`src/logic/spapf_pkg.sv`:
```
// Shared constants and types for the second audio port path filter block
package spapf_pkg;
    localparam int DW = 24;
    localparam int AW = 14;
    // Register indices; byte address is four times the index
    localparam logic [11:0] IDX_PB_VOL_L = 12'h502;
    localparam logic [11:0] IDX_PB_VOL_R = 12'h503;
    localparam logic [11:0] IDX_REC      = 12'h510;
    localparam logic [11:0] IDX_PB1      = 12'h520;
    localparam logic [11:0] IDX_PB2      = 12'h521;
    localparam logic [11:0] IDX_GATE     = 12'h530;
    localparam logic [11:0] IDX_DRC      = 12'h540;
    localparam logic [11:0] IDX_STAT     = 12'h550;
    localparam logic [15:0] REC_WMASK  = 16'h7800;
    localparam logic [15:0] PB1_WMASK  = 16'h02B0;
    localparam logic [15:0] PB2_WMASK  = 16'h3F00;
    localparam logic [15:0] GATE_WMASK = 16'h006F;
    localparam logic [15:0] DRC_WMASK  = 16'hFFFF;
    localparam logic [15:0] VOL_WMASK  = 16'h00FF;
    localparam int          VU_BIT     = 8;
    localparam logic [7:0]  VOL_UNITY  = 8'hC0;
    localparam logic [7:0]  VOL_RESET  = 8'hC0;
    localparam logic [4:0]  MUTE_FAST_DIV = 5'h02;
    localparam logic [4:0]  MUTE_SLOW_DIV = 5'h20;
    localparam int GATE_HOLD0_MS = 30;
    localparam int GATE_HOLD1_MS = 125;
    localparam int GATE_HOLD2_MS = 250;
    localparam int GATE_HOLD3_MS = 500;
    localparam int ENV_SHIFT     = 6;
    localparam int CREST_BASE    = 2;
    typedef struct packed {logic rsv15; logic [1:0] cutoff; logic left_en; logic right_en; logic [10:0] rsv;} spapf_rec_t;
    typedef struct packed {logic [5:0] rsv10; logic mute; logic rsv8; logic mono; logic rsv6;
                           logic ramp_rate; logic unmute_ramp; logic [3:0] rsv;} spapf_pb1_t;
    typedef struct packed {logic [1:0] rsv14; logic [4:0] depth; logic en; logic [7:0] rsv;} spapf_pb2_t;
    typedef struct packed {logic [8:0] rsv7; logic [1:0] hold; logic rsv4; logic [2:0] thr; logic en;} spapf_gate_t;
    typedef struct packed {logic [4:0] rms_thr; logic [1:0] crest_thr; logic gate_en; logic method; logic det_en;
                           logic knee2_en; logic qr_en; logic clip_en; logic pb_en; logic rec_l_en;
                           logic rec_r_en;} spapf_drc_t;
    typedef struct packed {spapf_rec_t rec; spapf_pb1_t pb1; spapf_pb2_t pb2; spapf_gate_t gate; spapf_drc_t dynamic_range_controller;
                           logic [7:0] vol_l; logic [7:0] vol_r;} spapf_cfg_t;
    typedef struct packed {logic signed [DW-1:0] l; logic signed [DW-1:0] r;} spapf_stereo_t;
    typedef struct packed {logic gate_en; logic knee2_en; logic qr_en; logic clip_en;
                           logic pb_en; logic rec_l_en; logic rec_r_en;} spapf_drc_ctl_t;
    localparam spapf_cfg_t CFG_RESET = '{rec: 16'h0000, pb1: 16'h0200, pb2: 16'h0000, gate: 16'h0068,
                                         dynamic_range_controller: 16'h0098, vol_l: VOL_RESET, vol_r: VOL_RESET};
endpackage : spapf_pkg

```
`src/logic/spapf_filters.sv`:
```
// Second audio port record and playback filter control with Wishbone slave
module spapf_filters #(
    parameter int FS_HZ = 48000,
    parameter int HOLD_N0 = spapf_pkg::GATE_HOLD0_MS * FS_HZ / 1000,
    parameter int HOLD_N1 = spapf_pkg::GATE_HOLD1_MS * FS_HZ / 1000,
    parameter int HOLD_N2 = spapf_pkg::GATE_HOLD2_MS * FS_HZ / 1000,
    parameter int HOLD_N3 = spapf_pkg::GATE_HOLD3_MS * FS_HZ / 1000
) (
    input  wire logic                     CLOCK_I,      // System clock
    input  wire logic                     RST_N_I,      // Async reset, low
    input  wire logic [spapf_pkg::AW-1:0] WB_ADR_I,     // Byte address
    input  wire logic [31:0]              WB_DAT_I,     // Write data
    output logic      [31:0]              WB_DAT_O,     // Read data
    input  wire logic [3:0]               WB_SEL_I,     // Byte lanes
    input  wire logic                     WB_WE_I,      // Write
    input  wire logic                     WB_STB_I,     // Strobe
    input  wire logic                     WB_CYC_I,     // Cycle
    output logic                          WB_ACK_O,     // Acknowledge
    input  wire logic                     FS_STROBE_I,  // One pulse per sample
    input  wire spapf_pkg::spapf_stereo_t PB_I,         // Playback in
    input  wire spapf_pkg::spapf_stereo_t REC_I,        // Record in
    output spapf_pkg::spapf_stereo_t      PB_O,         // Playback out
    output spapf_pkg::spapf_stereo_t      REC_O,        // Record out
    output logic                          OUT_VALID_O,  // Outputs updated
    output spapf_pkg::spapf_drc_ctl_t     DRC_CTL_O,    // Range controller enables
    output logic                          SIG_DETECT_O  // Signal present
);
    import spapf_pkg::*;

    localparam int GW = 20;
    localparam logic signed [DW+1:0] SAT_MAX = (DW+2)'(2**(DW-1) - 1);
    localparam logic signed [DW+1:0] SAT_MIN = -(DW+2)'(2**(DW-1));

    function automatic logic [15:0] merge(input logic [15:0] old, input logic [31:0] d,
                                          input logic [3:0] sel, input logic [15:0] m);
        logic [15:0] v;
        v = old;
        if (sel[0]) v[7:0] = d[7:0];
        if (sel[1]) v[15:8] = d[15:8];
        return v & m;
    endfunction : merge

    function automatic logic [DW-1:0] mag(input logic signed [DW-1:0] s);
        return s[DW-1] ? DW'(-s) : DW'(s);
    endfunction : mag

    function automatic logic signed [DW-1:0] sat(input logic signed [DW+1:0] v);
        if (v > SAT_MAX) return SAT_MAX[DW-1:0];
        if (v < SAT_MIN) return SAT_MIN[DW-1:0];
        return v[DW-1:0];
    endfunction : sat

    // Sixteen 0.375dB codes make 6dB, taken as one exact halving; 00 is silence
    localparam logic [8:0] VOL_MANT [16] = '{9'h100, 9'h0F5, 9'h0EB, 9'h0E1, 9'h0D7, 9'h0CE, 9'h0C5, 9'h0BD,
                                             9'h0B5, 9'h0AD, 9'h0A6, 9'h09F, 9'h098, 9'h092, 9'h08C, 9'h086};

    function automatic logic signed [DW-1:0] gain(input logic signed [DW-1:0] s, input logic [7:0] g);
        logic [7:0]           att;
        logic signed [DW+9:0] p;
        att = VOL_UNITY - g;
        p = (DW+10)'(s) * $signed({1'b0, VOL_MANT[att[3:0]]});
        if (g == 8'h00) return '0;
        if (g >= VOL_UNITY) return s;
        return DW'(p >>> (8 + int'(att[7:4])));
    endfunction : gain

    // Shift for one-pole DC blocker, fc ~ fs/(2*pi*2^k)
    function automatic int hpf_k(input logic [1:0] c);
        case (c)
            2'b00:   return 11;
            2'b01:   return 3;
            2'b10:   return 3;
            default: return 2;
        endcase
    endfunction : hpf_k

    function automatic logic signed [DW-1:0] hpf(input logic signed [DW-1:0] x, input logic signed [DW-1:0] x1,
                                                 input logic signed [DW-1:0] y1, input logic [1:0] c);
        logic signed [DW+1:0] a;
        a = (DW+2)'(x) - (DW+2)'(x1) + (DW+2)'(y1) - (DW+2)'(y1 >>> hpf_k(c));
        return sat(a);
    endfunction : hpf

    // Bus slave
    logic              ack;
    logic              next_ack;
    logic [31:0]       rdat;
    logic [31:0]       next_rdat;
    spapf_cfg_t        cfg;
    spapf_cfg_t        next_cfg;
    logic [7:0]        pend_l;
    logic [7:0]        pend_r;
    logic [7:0]        next_pend_l;
    logic [7:0]        next_pend_r;
    logic              vu_wr;
    logic [11:0]       idx;
    logic              req;
    logic [15:0]       stat;
    // Sample path state
    spapf_cfg_t        sh;
    spapf_cfg_t        next_sh;
    logic [7:0]        gain_l;
    logic [7:0]        gain_r;
    logic [7:0]        next_gain_l;
    logic [7:0]        next_gain_r;
    logic [4:0]        rcnt;
    logic [4:0]        next_rcnt;
    logic [GW-1:0]     qcnt;
    logic [GW-1:0]     next_qcnt;
    logic              gated;
    logic              next_gated;
    spapf_stereo_t     x1;
    spapf_stereo_t     y1;
    spapf_stereo_t     next_x1;
    spapf_stereo_t     next_y1;
    logic [DW-1:0]     env;
    logic [DW-1:0]     pk;
    logic [DW-1:0]     next_env;
    logic [DW-1:0]     next_pk;
    logic              det;
    logic              next_det;
    spapf_stereo_t     pb;
    spapf_stereo_t     rec;
    spapf_stereo_t     next_pb;
    spapf_stereo_t     next_rec;
    spapf_stereo_t     mix;
    logic              valid;

    assign idx = WB_ADR_I[AW-1:2];
    assign req = WB_CYC_I && WB_STB_I && !ack;
    assign stat = {gain_l, 5'h00, gain_l == 8'h00, gated, det};

    always_comb begin
        next_cfg = cfg;
        next_pend_l = pend_l;
        next_pend_r = pend_r;
        next_rdat = 32'h0000_0000;
        vu_wr = 1'b0;
        next_ack = req;
        // Write lands at the acknowledge edge, while the master still holds it
        if (WB_CYC_I && WB_STB_I && ack && WB_WE_I) begin
            case (idx)
                IDX_REC:  next_cfg.rec = merge(cfg.rec, WB_DAT_I, WB_SEL_I, REC_WMASK);
                IDX_PB1:  next_cfg.pb1 = merge(cfg.pb1, WB_DAT_I, WB_SEL_I, PB1_WMASK);
                IDX_PB2:  next_cfg.pb2 = merge(cfg.pb2, WB_DAT_I, WB_SEL_I, PB2_WMASK);
                IDX_GATE: next_cfg.gate = merge(cfg.gate, WB_DAT_I, WB_SEL_I, GATE_WMASK);
                IDX_DRC:  next_cfg.dynamic_range_controller = merge(cfg.dynamic_range_controller, WB_DAT_I, WB_SEL_I, DRC_WMASK);
                IDX_PB_VOL_L: begin
                    next_pend_l = 8'(merge({8'h00, pend_l}, WB_DAT_I, WB_SEL_I, VOL_WMASK));
                    vu_wr = WB_SEL_I[1] && WB_DAT_I[VU_BIT];
                end
                IDX_PB_VOL_R: begin
                    next_pend_r = 8'(merge({8'h00, pend_r}, WB_DAT_I, WB_SEL_I, VOL_WMASK));
                    vu_wr = WB_SEL_I[1] && WB_DAT_I[VU_BIT];
                end
                default: ;
            endcase
        end
        if (vu_wr) begin
            next_cfg.vol_l = next_pend_l;
            next_cfg.vol_r = next_pend_r;
        end
        if (req && !WB_WE_I) begin
            case (idx)
                IDX_REC:      next_rdat = {16'h0000, cfg.rec};
                IDX_PB1:      next_rdat = {16'h0000, cfg.pb1};
                IDX_PB2:      next_rdat = {16'h0000, cfg.pb2};
                IDX_GATE:     next_rdat = {16'h0000, cfg.gate};
                IDX_DRC:      next_rdat = {16'h0000, cfg.dynamic_range_controller};
                IDX_PB_VOL_L: next_rdat = {24'h00_0000, pend_l};
                IDX_PB_VOL_R: next_rdat = {24'h00_0000, pend_r};
                IDX_STAT:     next_rdat = {16'h0000, stat};
                default:      next_rdat = 32'h0000_0000;
            endcase
        end
    end

    always_ff @(posedge CLOCK_I or negedge RST_N_I) begin
        if (!RST_N_I) begin
            ack <= 1'b0;
            rdat <= 32'h0000_0000;
            cfg <= CFG_RESET;
            pend_l <= VOL_RESET;
            pend_r <= VOL_RESET;
        end else begin
            ack <= next_ack;
            rdat <= next_rdat;
            cfg <= next_cfg;
            pend_l <= next_pend_l;
            pend_r <= next_pend_r;
        end
    end

    assign WB_ACK_O = ack;
    assign WB_DAT_O = rdat;

    // Sample path; settings sampled once per sample
    logic [7:0]        tgt_l;
    logic [7:0]        tgt_r;
    logic              step;
    logic [4:0]        div;
    spapf_stereo_t     wide;
    spapf_stereo_t     lev;
    logic signed [DW+6:0] dlt;
    logic [DW-1:0]     thr;
    logic [DW-1:0]     a;
    logic [DW-1:0]     rthr;
    logic [DW+8:0]     rprod;
    logic [7:0]        mant;
    logic [GW-1:0]     hold_n;

    always_comb begin
        next_sh = FS_STROBE_I ? cfg : sh;
        next_gain_l = gain_l;
        next_gain_r = gain_r;
        next_rcnt = rcnt;
        next_qcnt = qcnt;
        next_gated = gated;
        next_x1 = x1;
        next_y1 = y1;
        next_env = env;
        next_pk = pk;
        next_det = det;
        next_pb = pb;
        next_rec = rec;
        // Mono mix, halved so the sum cannot clip
        mix = next_sh.pb1.mono ? '{l: sat(((DW+2)'(PB_I.l) + (DW+2)'(PB_I.r)) >>> 1),
                                   r: sat(((DW+2)'(PB_I.l) + (DW+2)'(PB_I.r)) >>> 1)} : PB_I;
        wide = mix;
        dlt = (DW+7)'(mix.l - mix.r) * $signed({1'b0, next_sh.pb2.depth});
        if (next_sh.pb2.en && next_sh.pb2.depth != 5'h00) begin
            wide.l = sat((DW+2)'(mix.l) + (DW+2)'(dlt >>> 5));
            wide.r = sat((DW+2)'(mix.r) - (DW+2)'(dlt >>> 5));
        end
        tgt_l = next_sh.pb1.mute ? 8'h00 : next_sh.vol_l;
        tgt_r = next_sh.pb1.mute ? 8'h00 : next_sh.vol_r;
        div = next_sh.pb1.ramp_rate ? MUTE_SLOW_DIV : MUTE_FAST_DIV;
        step = (rcnt == div - 5'h01);
        lev = '{l: gain(wide.l, gain_l), r: gain(wide.r, gain_r)};
        thr = DW'(1) << (DW - 11 - int'(next_sh.gate.thr));
        case (next_sh.gate.hold)
            2'b00:   hold_n = GW'(HOLD_N0);
            2'b01:   hold_n = GW'(HOLD_N1);
            2'b10:   hold_n = GW'(HOLD_N2);
            default: hold_n = GW'(HOLD_N3);
        endcase
        a = next_sh.dynamic_range_controller.pb_en ? (mag(lev.l) > mag(lev.r) ? mag(lev.l) : mag(lev.r))
            : (next_sh.dynamic_range_controller.rec_l_en && mag(REC_I.l) > mag(REC_I.r)) || !next_sh.dynamic_range_controller.rec_r_en
            ? (next_sh.dynamic_range_controller.rec_l_en ? mag(REC_I.l) : '0) : mag(REC_I.r);
        case (next_sh.dynamic_range_controller.rms_thr[1:0])
            2'b00:   mant = 8'hFF;
            2'b01:   mant = 8'hD7;
            2'b10:   mant = 8'hB5;
            default: mant = 8'h99;
        endcase
        rprod = (DW+9)'(DW'(1) << (DW - 6)) * (DW+9)'(mant);
        rthr = DW'(rprod >> (8 + int'(next_sh.dynamic_range_controller.rms_thr[4:2])));
        if (FS_STROBE_I) begin
            next_rcnt = step ? 5'h00 : rcnt + 5'h01;
            if (gain_l > tgt_l) next_gain_l = step ? gain_l - 8'h01 : gain_l;
            if (gain_r > tgt_r) next_gain_r = step ? gain_r - 8'h01 : gain_r;
            if (gain_l < tgt_l) next_gain_l = !next_sh.pb1.unmute_ramp ? tgt_l : step ? gain_l + 8'h01 : gain_l;
            if (gain_r < tgt_r) next_gain_r = !next_sh.pb1.unmute_ramp ? tgt_r : step ? gain_r + 8'h01 : gain_r;
            if (!next_sh.gate.en || mag(lev.l) >= thr || mag(lev.r) >= thr) begin
                next_qcnt = '0;
                next_gated = 1'b0;
            end else if (qcnt >= hold_n) begin
                next_gated = 1'b1;
            end else begin
                next_qcnt = qcnt + GW'(1);
            end
            next_pb = next_gated ? '0 : lev;
            next_rec.l = next_sh.rec.left_en ? hpf(REC_I.l, x1.l, y1.l, next_sh.rec.cutoff) : REC_I.l;
            next_rec.r = next_sh.rec.right_en ? hpf(REC_I.r, x1.r, y1.r, next_sh.rec.cutoff) : REC_I.r;
            next_x1 = REC_I;
            next_y1.l = next_sh.rec.left_en ? next_rec.l : '0;
            next_y1.r = next_sh.rec.right_en ? next_rec.r : '0;
            next_env = DW'(env + ((a >> ENV_SHIFT) - (env >> ENV_SHIFT)));
            next_pk = a > pk - (pk >> ENV_SHIFT) ? a : pk - (pk >> ENV_SHIFT);
            next_det = next_sh.dynamic_range_controller.det_en && (next_sh.dynamic_range_controller.pb_en || next_sh.dynamic_range_controller.rec_l_en || next_sh.dynamic_range_controller.rec_r_en) &&
                       (next_sh.dynamic_range_controller.method ? next_env > rthr
                        : (DW+8)'(next_pk) > ((DW+8)'(next_env) << (CREST_BASE + int'(next_sh.dynamic_range_controller.crest_thr))));
        end
    end

    always_ff @(posedge CLOCK_I or negedge RST_N_I) begin
        if (!RST_N_I) begin
            sh <= CFG_RESET;
            gain_l <= 8'h00;
            gain_r <= 8'h00;
            rcnt <= 5'h00;
            qcnt <= '0;
            gated <= 1'b0;
            x1 <= '0;
            y1 <= '0;
            env <= '0;
            pk <= '0;
            det <= 1'b0;
            pb <= '0;
            rec <= '0;
            valid <= 1'b0;
        end else begin
            sh <= next_sh;
            gain_l <= next_gain_l;
            gain_r <= next_gain_r;
            rcnt <= next_rcnt;
            qcnt <= next_qcnt;
            gated <= next_gated;
            x1 <= next_x1;
            y1 <= next_y1;
            env <= next_env;
            pk <= next_pk;
            det <= next_det;
            pb <= next_pb;
            rec <= next_rec;
            valid <= FS_STROBE_I;
        end
    end

    assign PB_O = pb;
    assign REC_O = rec;
    assign OUT_VALID_O = valid;
    assign SIG_DETECT_O = det;
    assign DRC_CTL_O = '{gate_en: sh.dynamic_range_controller.gate_en, knee2_en: sh.dynamic_range_controller.knee2_en, qr_en: sh.dynamic_range_controller.qr_en,
                         clip_en: sh.dynamic_range_controller.clip_en, pb_en: sh.dynamic_range_controller.pb_en, rec_l_en: sh.dynamic_range_controller.rec_l_en,
                         rec_r_en: sh.dynamic_range_controller.rec_r_en};
endmodule : spapf_filters

```
`config.mk`:
```
export PLATFORM = sky130hd
export DESIGN_NAME = spapf_filters
export DESIGN_NICKNAME = d
export VERILOG_FILES = /design/src/logic/spapf_pkg.sv /design/src/logic/spapf_filters.sv
export SDC_FILE = /design/constraint.sdc
export NUM_CORES = 2
export LEC_CHECK = 0
export CORE_MARGIN = 4
export CORE_UTILIZATION = 52
export DETAILED_ROUTE_END_ITERATION = 10
export DONT_BUFFER_PORTS = 1
export GPL_ROUTABILITY_DRIVEN = 1
export HOLD_SLACK_MARGIN = 0.12
export PLACE_DENSITY = 0.67
export SLEW_MARGIN = 15
export SYNTH_ARGS = -nofsm -noshare
export SYNTH_HDL_FRONTEND = slang
export SYNTH_SLANG_ARGS = --single-unit
export TNS_END_PERCENT = 5
```
`constraint.sdc`:
```
create_clock -name CLOCK_I -period 84.3 [get_ports CLOCK_I]
set_input_delay 8.43 -clock CLOCK_I [delete_from_list [all_inputs] [get_ports CLOCK_I]]
set_output_delay 8.43 -clock CLOCK_I [all_outputs]
set_load 0.01 [all_outputs]
```
=== Word level (Yosys, flattened, before mapping) ===
Memory sizes are Yosys's and may differ from the RTL's.
Cells that the tools add are included.

* Bits in registers: 437
* Latch bits: 0
* Memory bits (writable): 0
* ROM bits: 288
* Input port bits: 152
* Output and inout bits: 138
* Logic and storage cells: 312
* Memories kept: 2

* Add/sub/neg operators: 31
* Multiply operators: 3
* Divide/modulo/power cells: 0
* Magnitude comparators: 26
* Equality and inequality tests: 17
* Shift-type cells: 7
* Multiplexer cells: 112
* Bitwise gates (word level): 2
* Reductions and logical operators: 41

{| class="wikitable"
|+ Memory list
! memory !! depth !! width !! read ports !! clocked after memory_dff !! wr ports !! line !! text
|-
| (name not given) || 16 || 9 || 1 || 0 || 0 || spapf_filters.sv:61 || <nowiki>p = (DW+10)'(s) * $signed({1'b0, VOL_MANT[att[3:0]]});</nowiki>
|-
| (name not given) || 16 || 9 || 1 || 0 || 0 || spapf_filters.sv:61 ||
|}

{| class="wikitable"
|+ Operators with widths
! operator !! count
|-
| $mux 24 || 41
|-
| $mux 48 || 3
|-
| $mux 8 || 18
|-
| $pmux 16 s8 || 1
|-
| $gt 26x24->1 const B || 4
|-
| $lt 26x24->1 const B || 4
|-
| $eq 12x11->1 const B || 8
|-
| $gt 24x24->1 || 4
|-
| $neg 24->24 || 4
|-
| $mux 95 || 1
|-
| $sub 24x24->25 || 3
|-
| $mul 24x10->34 || 2
|-
| $sshr 34x5->24 || 2
|-
| $sshr 24x32->26 || 2
|-
| $add 25x24->26 || 2
|-
| $sub 26x26->26 || 2
|-
| $ge 24x24->1 || 2
|-
| $pmux 15 s3 || 1
|-
| $mux 20 || 2
|-
| $mux 9 || 4
|-
| $mux 1 || 35
|-
| $gt 24x32->1 || 1
|-
| $mux 32 || 1
|-
| $shl 1x32->24 const A || 1
|-
| 48 further kinds || 91
|}

=== Logic depth before layout (Yosys ltp) ===
* Depth in word-level cells: 33
* Gate-level depth with buffers: 153
* Depth with buffers taken out: 144

=== Worst setup path after synthesis ===
No wires, ideal clock.

* Path type: input port to flip-flop
* Start: in FS_STROBE_I
* End: reg det (netlist: SIG_DETECT_O)
* Setup time: 0.068 ns
* Arrival: 35.701 ns
* Required time: 84.232 ns
* Setup slack: 48.531 ns
* Stages: 137
* Path through: buf_6 mux2i_2 inv_1 clkbuf_1 a21oi_1 inv_1 ha_1 a21oi_1 o21ai_0 a21oi_1 o21ai_0 a21oi_1 o21ai_0 a21oi_1 o21ai_0 a21oi_1 o21ai_0 a21oi_1 [101 not listed] ha_1 o21ai_0 o21ai_0 o21ai_0 nand2b_1 a21oi_1 xnor2_1 nand2_1 o211ai_1 o21ai_0 ha_1 nand3_1 nor3_1 a21oi_1 or3_1 a211o_1 o21ai_0 a32o_1

* Cells in the longest elaborated chain, start to end: 27
* Elaborated cells on any way between the ends: 70
* Those cells by class: 9 x add/sub; 3 x mul; 8 x order compare; 2 x eq/ne; 4 x shift; 34 x mux; 10 x reduce/logical

{| class="wikitable"
|+ Ends and longest elaborated chain
! item !! line !! text
|-
| start, declared || spapf_filters.sv:19 || <nowiki>input wire logic FS_STROBE_I,</nowiki>
|-
| $mux 95 || spapf_filters.sv:213 || <nowiki>next_sh = FS_STROBE_I ? cfg : sh;</nowiki>
|-
| $mux 48 || spapf_filters.sv:227 || <nowiki>mix = next_sh.pb1.mono ? '{l: sat(((DW+2)'(PB_I.l) + (DW+2)'(PB_I.r)) >>> 1),</nowiki>
|-
| $sub 24x24->25 || spapf_filters.sv:230 || <nowiki>dlt = (DW+7)'(mix.l - mix.r) * $signed({1'b0, next_sh.pb2.depth});</nowiki>
|-
| $mul 25x6->31 || spapf_filters.sv:230 ||
|-
| $add 24x26->26 / $sub 24x26->26 (equally long branches) || spapf_filters.sv:232, spapf_filters.sv:233 ||
|-
| $lt 26x24->1 || spapf_filters.sv:49 || <nowiki>if (v < SAT_MIN) return SAT_MIN[DW-1:0];</nowiki>
|-
| $mux 1 (2 in a row) || spapf_filters.sv:49 ||
|-
| $mux 1 || spapf_filters.sv:231 || <nowiki>if (next_sh.pb2.en && next_sh.pb2.depth != 5'h00) begin</nowiki>
|-
| [9 not listed] || -- ||
|-
| $gt 24x24->1 || spapf_filters.sv:247 || <nowiki>a = next_sh.dynamic_range_controller.pb_en ? (mag(lev.l) > mag(lev.r) ? mag(lev.l) : mag(lev.r))</nowiki>
|-
| $mux 24 (2 in a row) || spapf_filters.sv:247 ||
|-
| $sub 18x18->19 || spapf_filters.sv:278 || <nowiki>next_env = DW'(env + ((a >> ENV_SHIFT) - (env >> ENV_SHIFT)));</nowiki>
|-
| $add 24x24->24 || spapf_filters.sv:278 ||
|-
| $shl 24x3->32 || spapf_filters.sv:282 || <nowiki>: (DW+8)'(next_pk) > ((DW+8)'(next_env) << (CREST_BASE + int'(next_sh.dynamic_range_controller.crest_thr))));</nowiki>
|-
| $gt 24x32->1 || spapf_filters.sv:282 ||
|-
| $mux 1 || spapf_filters.sv:281 || <nowiki>(next_sh.dynamic_range_controller.method ? next_env > rthr</nowiki>
|-
| $logic_and 1x1->1 || spapf_filters.sv:280 || <nowiki>next_det = next_sh.dynamic_range_controller.det_en && (next_sh.dynamic_range_controller.pb_en || next_sh.dynam ...</nowiki>
|-
| end signal, assigned || spapf_filters.sv:313 || <nowiki>det <= next_det;</nowiki>
|-
| end, declared || spapf_filters.sv:120 || <nowiki>logic det;</nowiki>
|}

Several ways; a longest one is shown, not always the timed one. The select of a mux whose other input is x is not followed.
A chain may end at the register's enable or synchronous reset.

=== Worst setup path in the final report ===
Ends and elaborated chain as after synthesis.

==> flow_summary_export.csv <==
group,metric,value,unit
yosys,ys_top_cells_by_area,"fa_1, dfrtp_1, ha_1",
yosys,yosysTopAreaCellShare,16.1,%
drt,drt-total-wl,235,mm
worst_hold_path,min_delay_path_depth,1,
sta,finalSetupViolCount,0,
yosys,yosysSeqAreaShare,15.9,%
worst_hold_path,min_path_type,"flip-flop to flip-flop",
sta,slew_headroom,9.29,%
place,io_buffers,0,
drt,antenna_left,0,
drt,initialDrtViolationCount,5965,
yosys,synth_async_sr_flop_share,100,%
final_layout,drive_above_1_share,6.42,%
yosys,synth_area_per_cell,7.92,um2
yosys,syn_inst,8342,
clock_tree,cts_setup_buffers,0,
setup_path,path_buf_inv,10,
setup_path,max_stage_delay,1040,ps
setup_path,arrival,43000,ps
final_layout,nFillCells,11800,
clock_tree,clkSlewWorstSetupHoldPaths,70,ps
place,dp.final_hpwl,187,mm
grt,antenna_found_initial,10,
grt,grt_pass1_wl,360,mm
grt,groute.usage.overall,34.7,%
yosys,synth_xor_area_share,4.80,%
sta,slew_viol_final,0,
yosys,synthTopCellsByCount,"inv_1, nand2_1, nor2_1",
sta,finalCritPeriodShare,50.3,%
die,fp.dieW,365,um
die,die_h,365,um
clock_tree,ctsLongestPathBuffers,3,
die,initial_core_util,52.5,%
grt,grt_max_degree,419,
yosys,ys_types,111,
setup_path,slowest_stage,"a21oi_1",
die,io_pins,290,
place,gp_congestion,1.03,
setup_path,end_kind,"flip-flop",
status,status,"complete, no violations",
clock_tree,cts.sinks,418,
setup_path,required,84870,ps
setup_path,cpMostUsedCell,"a21oi_1",
setup_path,crit_family,"compound AO/OA/AOI/OAI gates",
die,rows,130,
sta,clock-skew-final,67.4,ps
clock_tree,ctsHoldBuffers,0,
job,cap_violations,0,
sta,final_hold_viol_count,0,
grt,first_global_vias,60500,
die,dieArea,0.133,mm2
yosys,synth-simple-area-share,18.2,%
sta,final.setup.tns,0,ps
yosys,synth_area,0.0661,mm2
yosys,synth.largest_area_cell,"fa_1",
setup_path,crit_fanout,328,
drt,dr.pass1.iters,7,
yosys,synthFlopType,"dfrtp_1",
final_layout,area_growth,5.23,%
setup_path,startpoint_type,"primary input",
die,core,0.126,mm2
drt,avgViaCountPerCell,6.34,
setup_path,reg2reg_depth,130,
yosys,muxShareOfSynthArea,4.00,%
sta,fmax,23.6,MHz
drt,post_drt_wl_per_cell,24.0,um
clock_tree,clock-root-buffer,"clkbuf_16",
sta,tightest_slew,1350,ps
yosys,yosysWarningCount,0,
clock_tree,clock_latency,700,ps
setup_path,crit_cells,130,
final_layout,fin_nets,9392,
clock_tree,cts_resized,0,
yosys,synth_edf_count,0,
clock_tree,htree_levels,2,
setup_path,worstSetupPathType,"primary input to flip-flop",
yosys,synth_top_family_by_area,"adder cells",
drt,num_vias,62300,
grt,grt_overflow_total,0,
drt,route.detailed.drc,0,
yosys,synthAdderAreaFrac,27.2,%
clock_tree,cts_tree,"yes",
yosys,synthMostInstantiatedCell,"inv_1",
yosys,synth_compound_area_share,21.6,%
clock_tree,cts_buffers,53,
yosys,ys_ff_latch,418,
sta,fin_crit,42430,ps
sta,rsz0062_at_grt,"no",
[logic make-up (layout without fill, tap and decap cells)]
logic type / Yosys count / in the layout
multiplexers: 242 / 242
AO/OA/AOI/OAI: 2180 / 2180
AND/OR/NAND/NOR: 2603 / 2603
flip-flops: 418 / 418
other: 1 / 21
adder cells (fa/ha/maj): 1117 / 1117
buffers and inverters: 1424 / 1234
XOR/XNOR: 357 / 357
[state kept, by name, summed over array words and instances, names as in the netlist, 20 cells and up]
| name | flops |
|---|---|
| PB_O | 48 |
| REC_O | 48 |
| cfg | 52 |
| env | 24 |
| pk | 24 |
| qcnt | 20 |
| sh | 42 |
| x1 | 48 |
| y1 | 48 |
[metal layers]
| metal | vias to the layer above | GRT usage, % | wire length [um] |
|---|---|---|---|
| met5 | - | 0.436 | 153 |
| met4 | 12 | 14.7 | 11700 |
| met3 | 589 | 9.45 | 24500 |
| met2 | 2881 | 54.9 | 104000 |
| met1 | 30500 | 44.9 | 95000 |
| li1 | 28400 | - | - |
[layout by cell type, fill, tap and decap left out, types with 34 or more instances in the layout]
master / count
a21o_1: 187
xor2_1: 81
xnor2_1: 265
dfrtp_1: 392
buf_4: 112
ha_1: 585
a221o_1: 34
and2_1: 98
o22ai_1: 37
and3_1: 61
a21oi_1: 566
nand4_1: 87
a31oi_1: 75
fa_1: 532
or3_1: 34
inv_1: 1017
nand2_1: 867
o21bai_1: 62
o21a_1: 58
nor2b_1: 109
mux2_2: 157
o31ai_1: 53
nor2_1: 739
nand2b_1: 88
clkbuf_16: 53
nand3_1: 191
mux2i_1: 74
o211ai_1: 76
o21ai_0: 506
a211oi_1: 72
nor3_1: 169
[path summary, 6_finish.rpt]
kind                            slack [ps]            to        start
min in group asynchronous             7440      qcnt[15]      RST_N_I
worst min-delay path                   480         sh[1]       cfg[1]
worst max-delay path                 41870  SIG_DETECT_O  FS_STROBE_I
worst min register to register         480         sh[1]       cfg[1]
worst max register to register       49230  SIG_DETECT_O      cfg[71]
max in group asynchronous            75820        x1[26]      RST_N_I
[metrics by stage]
step	cells	utilization, %	setup slack [ps]	area, um2	hold slack, ps
final	9822	55.3	41870	69600	484
after CTS	9817	55.2	42410	69500	465
after floorplan	8357	-	48530	66200	467
after global placement	9718	53.7	42050	67600	481
after detailed placement	9718	53.7	41860	67600	486
after global routing	9817	55.2	40000	69600	496
[layout make-up]
cell class	count	area [um2]	area share (%)
antenna	5	12.5	0.0180
clock buffer	69	1490	2.14
clock inverter	30	428	0.615
inverter	1023	3840	5.52
multi-input combinational	6515	50400	72.4
sequential	418	10500	15.1
tap	1650	2060	2.97
timing repair buffer	112	841	1.21
Power is not shown: default switching activity piles up to over one toggle a cycle in this logic, so the estimate is an artifact.
